==> config.mk <==
export PLATFORM = sky130hd
export DESIGN_NAME = eoc_ctrl
export DESIGN_NICKNAME = d
export VERILOG_FILES = /design/src/eoc_pkg.sv /design/src/eoc_sync.sv /design/src/eoc_ctrl.sv
export SDC_FILE = /design/constraint.sdc
export NUM_CORES = 1
export LEC_CHECK = 0
export BUFFER_PORTS_ARGS = -buffer_cell sky130_fd_sc_hd__buf_2
export CAP_MARGIN = 15
export CORE_MARGIN = 2
export CORE_UTILIZATION = 50
export DETAILED_ROUTE_END_ITERATION = 10
export GPL_TIMING_DRIVEN = 0
export PLACE_DENSITY_LB_ADDON = 0.15
export SLEW_MARGIN = 25
export SYNTH_ARGS = -nofsm -noshare
export SYNTH_HDL_FRONTEND = slang
export SYNTH_SLANG_ARGS = --single-unit
==> constraint.sdc <==
create_clock -name core_clk -period 2.6 [get_ports core_clk]
set_input_delay 0.13 -clock core_clk [delete_from_list [all_inputs] [get_ports core_clk]]
set_output_delay 0.13 -clock core_clk [all_outputs]
set_load 0.05 [all_outputs]
==> src/eoc_pkg.sv <==
// Package of the external oscillator control block: offsets, fields,
// reset values, counts, state codes and carrier structs.
// Assumes a single 200 MHz core clock domain.
package eoc_pkg;

  // Register byte addresses
  localparam logic [7:0] EOC_IRQ_FLAG_OFS = 8'h04;
  localparam logic [7:0] EOC_IRQ_MASK_OFS = 8'h08;
  localparam logic [7:0] EOC_STATUS_OFS = 8'h0c;
  localparam logic [7:0] EOC_CTRL_OFS = 8'h10;

  // Control register fields
  localparam int EOC_ENABLE_BIT = 1;
  localparam int EOC_XSEL_BIT = 2;
  localparam int EOC_STBY_BIT = 6;
  localparam int EOC_ONDEM_BIT = 7;
  localparam int EOC_GAIN_LSB = 8;
  localparam int EOC_AGC_BIT = 11;
  localparam int EOC_WARM_LSB = 12;
  localparam logic [15:0] EOC_CTRL_RESET = 16'h0080;
  localparam logic [15:0] EOC_CTRL_WMASK = 16'hffc6;
  localparam logic [15:0] EOC_GAIN_MASK = 16'h0700;

  // Status register fields
  localparam int EOC_ST_XTAL = 0;
  localparam int EOC_ST_SLOWX = 1;
  localparam int EOC_ST_SLOWRC = 2;
  localparam int EOC_ST_FASTRC = 3;
  localparam int EOC_ST_LOOPRDY = 4;
  localparam int EOC_ST_OOB = 5;
  localparam int EOC_ST_W = 6;

  // Gain codes and counts
  localparam logic [2:0] EOC_GAIN_MAX = 3'h4;
  localparam logic [2:0] EOC_GAIN_MIN = 3'h0;
  localparam logic [1:0] EOC_SYNC_CYCLES = 2'h3;
  localparam int EOC_WARM_W = 17;
  localparam logic [16:0] EOC_WARM_ONE = 17'h00001;

  // Pin inputs passing the synchroniser
  localparam int EOC_PIN_W = 9;

  typedef enum logic [3:0] {
    EOC_OFF = 4'h1,
    EOC_WARM = 4'h2,
    EOC_SYNC = 4'h4,
    EOC_READY = 4'h8
  } eoc_state_t;

  // Register port request
  typedef struct packed {
    logic [7:0] addr;
    logic [31:0] wdata;
    logic wr;
    logic rd;
  } eoc_req_t;

  // Oscillator steering outputs
  typedef struct packed {
    logic run;
    logic crystal_select;
    logic gpio_free;
    logic auto_gain_on;
    logic [2:0] gain;
  } eoc_osc_t;

endpackage : eoc_pkg

==> src/eoc_sync.sv <==
// Two-flop synchroniser bank for pin-level inputs.
// Assumes inputs are levels or slow clocks well below core_clk.
`timescale 1ns/1ps
`default_nettype none
module eoc_sync #(
  parameter int WIDTH = 1
) (
  input wire logic core_clk,
  input wire logic rst_n,
  input wire logic [WIDTH-1:0] async_in,
  output logic [WIDTH-1:0] sync_out
);

  // One pair of flops per bit; the first stage feeds only the second
  genvar i;
  generate
    for (i = 0; i < WIDTH; i++) begin : g_bit
      logic meta_q;
      logic stable_q;
      always_ff @(posedge core_clk or negedge rst_n) begin
        if (!rst_n) begin
          meta_q <= 1'b0;
          stable_q <= 1'b0;
        end else begin
          meta_q <= async_in[i];
          stable_q <= meta_q;
        end
      end
      assign sync_out[i] = stable_q;
    end
  endgenerate

endmodule : eoc_sync
`default_nettype wire

==> src/eoc_ctrl.sv <==
// External multipurpose crystal oscillator control: control register,
// warm-up and sync counting, gating, status, interrupt flags.
// Assumes the slow RC clock, crystal clock and analog status come from
// pins and must be synchronised; request and standby are core-clock logic.
//
// Added by the designer: the strobed register port.
`timescale 1ns/1ps
`default_nettype none
// Behaviour
// - status bit reads one while the locked loop reports out of bounds.
// - loop sync ready reads one when synchronisation complete, zero while ongoing.
// - each oscillator ready bit is one only when that oscillator is stable.
// - warm-up field bits 15:12 selects two to the power field slow cycles.
// - warm-up counter advances on ultra low power slow clock edges only.
// - after warm-up, wait three crystal cycles before raising crystal ready.
// - auto amplitude gain bit 11 set lets hardware adjust gain itself.
// - gain field bits 10:8 picks gain; codes five to seven are reserved.
// - gain field writes are ignored while auto gain control is active.
// - with request gated run set, oscillator runs only on peripheral request.
// - with request gated run clear, enabled oscillator runs continuously.
// - standby keep running clear stops the oscillator in standby.
// - standby keep running set keeps normal gating in standby.
// - enable bit one starts the oscillator, zero stops it.
// - crystal select zero uses input pad clock, frees output pad.
// - interrupt flag sets on status rise; enabled flags raise interrupt.
module eoc_ctrl
  import eoc_pkg::*;
(
  input wire logic core_clk,
  input wire logic rst_n,
  input wire logic [7:0] reg_addr,
  input wire logic [31:0] reg_wdata,
  input wire logic reg_wr,
  input wire logic reg_rd,
  output logic [31:0] reg_rdata,
  input wire logic write_protect_on,
  input wire logic ulp_clk_pin,
  input wire logic osc_clk_pin,
  input wire logic fast_rc_ok_pin,
  input wire logic slow_rc_ok_pin,
  input wire logic slow_crystal_ok_pin,
  input wire logic loop_sync_busy_pin,
  input wire logic loop_out_of_bounds_pin,
  input wire logic amp_low_pin,
  input wire logic amp_high_pin,
  input wire logic periph_clk_req,
  input wire logic standby_mode,
  output logic osc_run,
  output logic crystal_select,
  output logic osc_output_pad_gpio_free,
  output logic auto_amplitude_gain,
  output logic [2:0] osc_gain,
  output logic crystal_ready,
  output logic irq
);

  // Whole state of the block
  typedef struct packed {
    eoc_state_t st;
    logic [EOC_WARM_W-1:0] warm_cnt;
    logic [1:0] sync_cnt;
    logic [15:0] ctrl;
    logic [EOC_ST_W-1:0] flag;
    logic [EOC_ST_W-1:0] mask;
    logic [EOC_ST_W-1:0] prev_status;
    logic [2:0] agc_gain;
    logic ulp_prev;
    logic osc_prev;
    logic [31:0] rdata;
  } eoc_regs_t;

  eoc_regs_t s_q;
  eoc_regs_t s_d;
  eoc_req_t req;
  eoc_osc_t osc;
  logic [EOC_PIN_W-1:0] pins_raw;
  logic [EOC_PIN_W-1:0] pins;
  logic ulp_edge;
  logic osc_edge;
  logic run_now;
  logic [EOC_ST_W-1:0] status;
  logic [EOC_ST_W-1:0] rise;
  logic [15:0] wmask;
  logic [3:0] warm_sel;

  // Group bus signals into one carrier
  assign req = '{addr: reg_addr, wdata: reg_wdata, wr: reg_wr, rd: reg_rd};

  // Pins cross into core_clk before any logic looks at them
  assign pins_raw = {amp_high_pin, amp_low_pin, loop_out_of_bounds_pin,
                     loop_sync_busy_pin, slow_crystal_ok_pin, slow_rc_ok_pin,
                     fast_rc_ok_pin, osc_clk_pin, ulp_clk_pin};

  eoc_sync #(
    .WIDTH(EOC_PIN_W)
  ) u_sync (
    .core_clk(core_clk),
    .rst_n(rst_n),
    .async_in(pins_raw),
    .sync_out(pins)
  );

  // Rising edges of the two slow clocks as core-clock pulses
  assign ulp_edge = pins[0] & ~s_q.ulp_prev;
  assign osc_edge = pins[1] & ~s_q.osc_prev;

  // Run decision: enable, standby policy, then request gating
  always_comb begin
    run_now = s_q.ctrl[EOC_ENABLE_BIT];
    if (standby_mode && !s_q.ctrl[EOC_STBY_BIT]) begin
      run_now = 1'b0;
    end
    // Standby with keep-running falls through to normal gating
    if (s_q.ctrl[EOC_ONDEM_BIT] && !periph_clk_req) begin
      run_now = 1'b0;
    end
    // Without request gating the enable and the standby policy decide
  end

  // Live status word; loop ready taken as one meaning sync complete
  always_comb begin
    status = '0;
    status[EOC_ST_XTAL] = s_q.st == EOC_READY;
    status[EOC_ST_SLOWX] = pins[4];
    status[EOC_ST_SLOWRC] = pins[3];
    status[EOC_ST_FASTRC] = pins[2];
    status[EOC_ST_LOOPRDY] = ~pins[5];
    status[EOC_ST_OOB] = pins[6];
  end

  assign rise = status & ~s_q.prev_status;

  // Gain bits are frozen while auto gain is on
  always_comb begin
    wmask = EOC_CTRL_WMASK;
    if (s_q.ctrl[EOC_AGC_BIT]) begin
      wmask = EOC_CTRL_WMASK & ~EOC_GAIN_MASK;
    end
  end

  assign warm_sel = s_q.ctrl[EOC_WARM_LSB +: 4];

  // Next-state logic for the whole block
  always_comb begin
    s_d = s_q;
    s_d.ulp_prev = pins[0];
    s_d.osc_prev = pins[1];
    s_d.prev_status = status;
    s_d.rdata = '0;

    // Register writes; write protection blocks control changes only
    if (req.wr) begin
      case (req.addr)
        EOC_CTRL_OFS: begin
          if (!write_protect_on) begin
            s_d.ctrl = (s_q.ctrl & ~wmask) | (req.wdata[15:0] & wmask);
          end
        end
        EOC_IRQ_FLAG_OFS: begin
          s_d.flag = s_q.flag & ~req.wdata[EOC_ST_W-1:0];
        end
        EOC_IRQ_MASK_OFS: begin
          s_d.mask = req.wdata[EOC_ST_W-1:0];
        end
        default: begin
        end
      endcase
    end
    // Set after clear so a same-cycle event is never lost
    s_d.flag = s_d.flag | rise;

    // Read data stand in the cycle after the strobe
    if (req.rd) begin
      case (req.addr)
        EOC_CTRL_OFS: s_d.rdata = {16'h0000, s_q.ctrl};
        EOC_STATUS_OFS: s_d.rdata = {26'h0000000, status};
        EOC_IRQ_FLAG_OFS: s_d.rdata = {26'h0000000, s_q.flag};
        EOC_IRQ_MASK_OFS: s_d.rdata = {26'h0000000, s_q.mask};
        default: s_d.rdata = '0;
      endcase
    end

    // Auto gain steps one code per core cycle while one amplitude pin is high, clamped to 0..4
    if (!s_q.ctrl[EOC_AGC_BIT]) begin
      s_d.agc_gain = s_q.ctrl[EOC_GAIN_LSB +: 3];
    end else if (pins[7] && !pins[8] && s_q.agc_gain < EOC_GAIN_MAX) begin
      s_d.agc_gain = s_q.agc_gain + 3'h1;
    end else if (pins[8] && !pins[7] && s_q.agc_gain > EOC_GAIN_MIN) begin
      s_d.agc_gain = s_q.agc_gain - 3'h1;
    end

    // Start-up sequence; a stop anywhere drops back to off
    case (s_q.st)
      EOC_OFF: begin
        if (run_now) begin
          s_d.st = EOC_WARM;
          s_d.warm_cnt = EOC_WARM_ONE << warm_sel;
        end
      end
      EOC_WARM: begin
        if (ulp_edge) begin
          if (s_q.warm_cnt == EOC_WARM_ONE) begin
            s_d.st = EOC_SYNC;
            s_d.sync_cnt = EOC_SYNC_CYCLES;
          end else begin
            s_d.warm_cnt = s_q.warm_cnt - EOC_WARM_ONE;
          end
        end
      end
      EOC_SYNC: begin
        if (osc_edge) begin
          if (s_q.sync_cnt == 2'h1) begin
            s_d.st = EOC_READY;
          end else begin
            s_d.sync_cnt = s_q.sync_cnt - 2'h1;
          end
        end
      end
      EOC_READY: begin
      end
      default: begin
        s_d.st = EOC_OFF;
      end
    endcase
    if (!run_now) begin
      s_d.st = EOC_OFF;
      s_d.warm_cnt = '0;
      s_d.sync_cnt = '0;
    end
  end

  // Single state register
  always_ff @(posedge core_clk or negedge rst_n) begin
    if (!rst_n) begin
      s_q <= '{st: EOC_OFF, warm_cnt: '0, sync_cnt: '0,
               ctrl: EOC_CTRL_RESET, flag: '0, mask: '0,
               prev_status: '0, agc_gain: '0, ulp_prev: 1'b0,
               osc_prev: 1'b0, rdata: '0};
    end else begin
      s_q <= s_d;
    end
  end

  // Oscillator steering from registered control; reserved codes pass on
  always_comb begin
    osc.run = run_now;
    osc.crystal_select = s_q.ctrl[EOC_XSEL_BIT];
    osc.gpio_free = ~s_q.ctrl[EOC_XSEL_BIT];
    osc.auto_gain_on = s_q.ctrl[EOC_AGC_BIT];
    osc.gain = s_q.ctrl[EOC_AGC_BIT] ? s_q.agc_gain
                                     : s_q.ctrl[EOC_GAIN_LSB +: 3];
  end

  assign osc_run = osc.run;
  assign crystal_select = osc.crystal_select;
  assign osc_output_pad_gpio_free = osc.gpio_free;
  assign auto_amplitude_gain = osc.auto_gain_on;
  assign osc_gain = osc.gain;
  assign crystal_ready = s_q.st == EOC_READY;
  assign reg_rdata = s_q.rdata;
  // Level interrupt while any enabled flag is set
  assign irq = |(s_q.flag & s_q.mask);

endmodule : eoc_ctrl
`default_nettype wire

After elaboration in Yosys (flattened, before gate mapping)
Cells that the tools add are included.

storage, ports and cells
  register bits = 112
  logic and storage cells = 113

operators by class
  add/sub/neg operators = 4
  $lt $le $gt $ge = 2
  equality and inequality tests = 20
  shifts and indexed selects = 1
  muxes and demuxes = 24
  bitwise gates (word level) = 17
  reduce and logical (&&, ||, !) cells = 16

operator list
  cell                                                                     number
  16-bit case mux with 4 select lines                                      1
  23-bit two-way mux                                                       2
  17-bit case mux with 2 select lines                                      1
  16-bit bitwise AND                                                       2
  6-bit bitwise AND                                                        3
  3-bit != test (second input constant)                                    6
  17-bit by 1-bit equality test with 1-bit output (second input constant)  1
  17-bit two-way mux                                                       1
  1-bit by 4-bit left shift with 17-bit output (first input constant)      1
  17-bit by 1-bit subtractor with 17-bit output (second input constant)    1
  8-bit by 4-bit equality test with 1-bit output (second input constant)   2
  16-bit two-way mux                                                       1
  16-bit inverter                                                          1
  16-bit OR                                                                1
  4-bit case mux with 4 select lines                                       1
  12-bit two-way mux                                                       1
  3-bit two-way mux                                                        4
  4-bit two-way mux                                                        3
  6-bit two-way mux                                                        2
  6-bit inverter                                                           2
  11-bit two-way mux                                                       1
  5-bit AND reduction                                                      2
  3-bit by 1-bit != test with 1-bit output (second input constant)         3
  8-bit by 3-bit equality test with 1-bit output (second input constant)   1
  23 further kinds                                                         40

Logic depth before layout (Yosys ltp)
  depth after elaboration = 6
  mapped depth = 8
  depth with buffers taken out = 7

Hierarchy
From an unflattened synthesis, not the netlist that was laid out.

second synthesis, totals
  cell total of the unflattened synthesis = 419
  area, all modules = 4,473.0 um2

by module, submodules not included
  module    instances  cells each  area each (um2)
  eoc_ctrl  1          392         3,955.0
  eoc_sync  1          27          518.0

Worst setup path before layout
No wires, ideal clock.

  path kind = reg2reg
  from = register s_q[92] (netlist name)
  to = register s_q, in the netlist reg_rdata[0]
  setup time = 72 ps
  arrival time = 3,033 ps
  required time = 2,528 ps
  path slack = -505 ps
  stages on the path, launching flop included = 6
  buffers on the path = 1
  period minus slack after synthesis = 3,105 ps
  cells stage by stage = dfrtp_1 > clkbuf_1 > nor4b_1 > mux2_2 > a22oi_1 > nor2_1

RTL lines
  what                      RTL line         source
  start: declaration        eoc_ctrl.sv:72   eoc_regs_t s_q;
  start signal: assignment  eoc_ctrl.sv:235  s_q <= '{st: EOC_OFF, warm_cnt: '0, sync_cnt: '0,

Worst setup path after layout
  from = register s_q[74] (netlist name)
  to = register s_q[89] (netlist name)

on the way
  cells in the longest elaborated chain, start to end = 5
  elaborated cells between the ends (all ways) = 8

ends and longest elaborated chain
  what                                           RTL line         source
  17-bit by 1-bit subtractor with 17-bit output  eoc_ctrl.sv:206  s_d.warm_cnt = s_q.warm_cnt - EOC_WARM_ONE;
  17-bit two-way mux                             eoc_ctrl.sv:202  if (s_q.warm_cnt == EOC_WARM_ONE) begin
  23-bit two-way mux                             eoc_ctrl.sv:201  if (ulp_edge) begin
  17-bit case mux with 2 select lines            eoc_ctrl.sv:193  case (s_q.st)
  23-bit two-way mux                             eoc_ctrl.sv:225  if (!run_now) begin

Several ways; a longest one is shown, not always the timed one. The select of a mux whose other input is x is not followed.
A chain may end at the register's enable or synchronous reset.

==> run_results.csv <==
group,metric,value,unit
synthesis,synthCells,425,
route,drt_iter0_markers,184,
synthesis,ys_ff_latch,92,
worst_setup_path,ff2ff_setup_slack,0.09,ns
clocking,h-tree-depth,3,
clocking,clock_sink_count,92,
finish,layout.area.seq,0.00230,mm²
synthesis,syn_area,0.00446,mm²
grt,grt_pass1_wl,17.1,mm
sta,worst_slew_pin_slew,0.905,ns
sta,hold-worst-slack,0.000835,ns
floorplan,die_y,98.5,µm
synthesis,synth_edf_count,0,
route,totalWireLength,10.1,mm
worst_setup_path,required,2.88,ns
sta,fmax,398,MHz
job,drv_cap,0,
clocking,clockBufferDepth,2,
floorplan,start_util,51.4,%
synthesis,ys_async_sr_fraction,100,%
floorplan,fp-row-count,34,
run_status,status,"completed",
grt,grt_pass1_vias,3513,
synthesis,yosysTopAreaCellShare,50.5,%
route,firstDrtPassIters,5,
route,vias,3567,
sta,slew_headroom,39.5,%
sta,fin_crit,2.51,ns
power,p_sw_share,28.0,%
hold_path,hold_path_class,"primary input to flip-flop",
placement,io_buffers,62,
finish,drive_gt1_share,29.3,%
route,via_per_inst,5.49,
clocking,clk_latency,0.38,ns
route,drcViolationCount,0,
sta,drv_slew,0,
floorplan,die_area,0.00970,mm²
clocking,cts-root-buf,"clkbuf_8",
floorplan,fp.coreArea,0.00868,mm²
finish,syn_to_final_growth,21.8,%
floorplan,die_x,98.5,µm
grt,grt_max_degree,58,
power,seqPwrFrac,55.2,%
power,p_leak,0.00260,µW
synthesis,synthFlopType,"dfrtp_1",
power,p_per_area,494,mW/mm²
worst_setup_path,cp_max_fo,6,
finish,multiInputGateArea,0.00188,mm²
grt,globalRouteOverflowTotal,0,
synthesis,synth_commonest_cells,"dfrtp_1, nor2_1, buf_4",
finish,antenna_cells,0,
synthesis,yosysMostFrequentCell,"dfrtp_1",
power,p_sw,751,µW
grt,antenna_found_initial,0,
floorplan,num_io_pins,97,
worst_setup_path,endpoint_kind,"flip-flop",
placement,gp_congestion,0.979,
sta,fin_crit_sh,96.7,%
worst_setup_path,crit_path_top_delay_cell,"or4b_2",
finish,nFillCells,772,
power,power_frac_comb,10.1,%
worst_setup_path,crit_type,"flip-flop to flip-flop",
worst_setup_path,cp-start-kind,"flip-flop",
route,wl_per_cell,15.5,µm
sta,setup_viol,0,
grt,grtUsageTotal,21.9,%
finish,fin_util,62.7,%
synthesis,yosys-top-cells-area,"dfrtp_1, mux2_2, buf_4, nor2_1, nand2_1",
sta,rsz0062_at_grt,"yes",
power,vdd.ir_drop.worst,0.266,mV
clocking,cts_tree,"built",
clocking,cts_buffers,9,
sta,fin_skew,0.0173,ns
worst_setup_path,worstPathCellList,"inv_1 -> ha_1 -> or4b_2 -> clkbuf_1 -> nor3_4 -> and2_1 -> o22ai_1 -> a32o_1",
route,ant_nets,0,
sta,hold_viol_final,0,
finish,final_nets,597,
synthesis,ys_types,57,
synthesis,yosys_warnings,0,
clocking,clkTransAtPathRegs,0.11,ns
worst_setup_path,cp_slowest_stage_delay,0.61,ns
placement,hpwl,7.12,mm
synthesis,synth_largest_area_cell,"dfrtp_1",
synthesis,seq_area_frac_synth,51.6,%
synthesis,avgSynthCellArea,10.5,µm²
worst_setup_path,cp_data_arrival_time,2.79,ns
power,clockPowerShare,34.7,%
power,internal_power,1940,µW
[routing by layer]
metal | wire length, µm | GRT usage, % | vias up | share of wire [%]
li1 | - | - | 1714 | -
met1 | 4700 | 31.1 | 1720 | 47
met2 | 4590 | 33.6 | 117 | 46
met3 | 615 | 5.74 | 16 | 6.1
met4 | 153 | 6.32 | 0 | 1.5
met5 | 0 | 0 | - | 0
[final cells by class]
type	count	area share (%)
buffer	53	5.94
tap	108	2.49
inverter	14	0.966
clock buffer	9	2.28
clock inverter	7	1.22
sequential	92	42.4
timing repair buffer	85	10.2
multi-input combinational	282	34.5
[registers in the layout (all words and copies together), names as in the netlist, named ones only]
name and cells:
u_sync.g_bit.stable_q 9, reg_rdata 16, u_sync.g_bit.meta_q 9, s_q 53, crystal_select 1, auto_amplitude_gain 1
[critical path, delay by kind of cell (launching register included)]
family	cells	cell delay [ns]
flip-flops	1	0.42
AO/OA/AOI/OAI	2	0.31
AND/OR/NAND/NOR	3	1.11
adder cells (fa/ha/maj)	1	0.25
buffers and inverters	2	0.32
[power by group through the flow]
stage | registers (µW) | clock network, µW | logic, µW
final | 1480 | 932 | 271
after global routing | 1490 | 1020 | 296
after CTS | 1490 | 952 | 271
after detailed placement | 1510 | 0 | 249
after global placement | 1510 | 0 | 240
after floorplan | 1510 | 0 | 161
[cell families (layout without fill, tap and decap cells)]
| kind of cell | after synthesis | in the layout | share of synthesized area (%) |
|---|---|---|---|
| compound gates | 94 | 95 | 14.9 |
| xor+xnor | 2 | 2 | 0.393 |
| fa+ha+maj | 4 | 4 | 1.29 |
| buf+inv | 67 | 168 | 8.41 |
| flops | 92 | 92 | 51.6 |
| mux | 25 | 25 | 6.25 |
| other cells | 1 | 16 | 0.0840 |
| simple gates | 140 | 140 | 17.0 |
[stage by stage]
stage / cells / TNS, ns / total power (µW) / setup WS [ns] / area [µm²]
2_1_floorplan: 440 / 0 / 1670 / 0.259 / 4530
3_3_place_gp: 610 / -0.508 / 1750 / -0.181 / 4970
3_5_place_dp: 611 / -0.267 / 1760 / -0.157 / 5000
4_1_cts: 645 / 0 / 2710 / 0.0313 / 5380
5_1_grt: 650 / -0.0423 / 2810 / -0.0423 / 5440
6_report: 650 / 0 / 2690 / 0.0866 / 5440
[path summary, 6_finish.rpt]
| check | to | from | cells past startpoint |
|---|---|---|---|
| min reg2reg | u_sync.g_bit[1].stable_q | u_sync.g_bit[1].meta_q | 0 |
| max in group asynchronous | s_q[62] | rst_n | 3 |
| max | s_q[89] | s_q[74] | 8 |
| min in group asynchronous | u_sync.g_bit[6].meta_q | rst_n | 2 |
| max reg2reg | s_q[89] | s_q[74] | 8 |
| min | s_q[70] | reg_wdata[15] | 2 |
[layout by cell type, fill, tap and decap left out, drive strengths merged, types with 8 or more instances in the layout]
cell	instances
inv	17
dlygate4sd3	19
dfrtp	90
nor4	8
nand2	26
o22ai	13
nand3	11
buf	101
conb	16
a21oi	16
a22oi	8
nor3	10
nor2	33
and2	12
mux2	23
o21ai	14
o2bb2ai	8
clkbuf	27
[what timing repair did]
action,in CTS,in global routing
resized for setup,2,2
setup buffers,0,3
endpoints found under the hold margin,52,1
endpoints found under the setup margin,8,14
pin swaps,0,2
cloned,0,1
hold buffers,18,1
(Power assumes the default switching activity.)
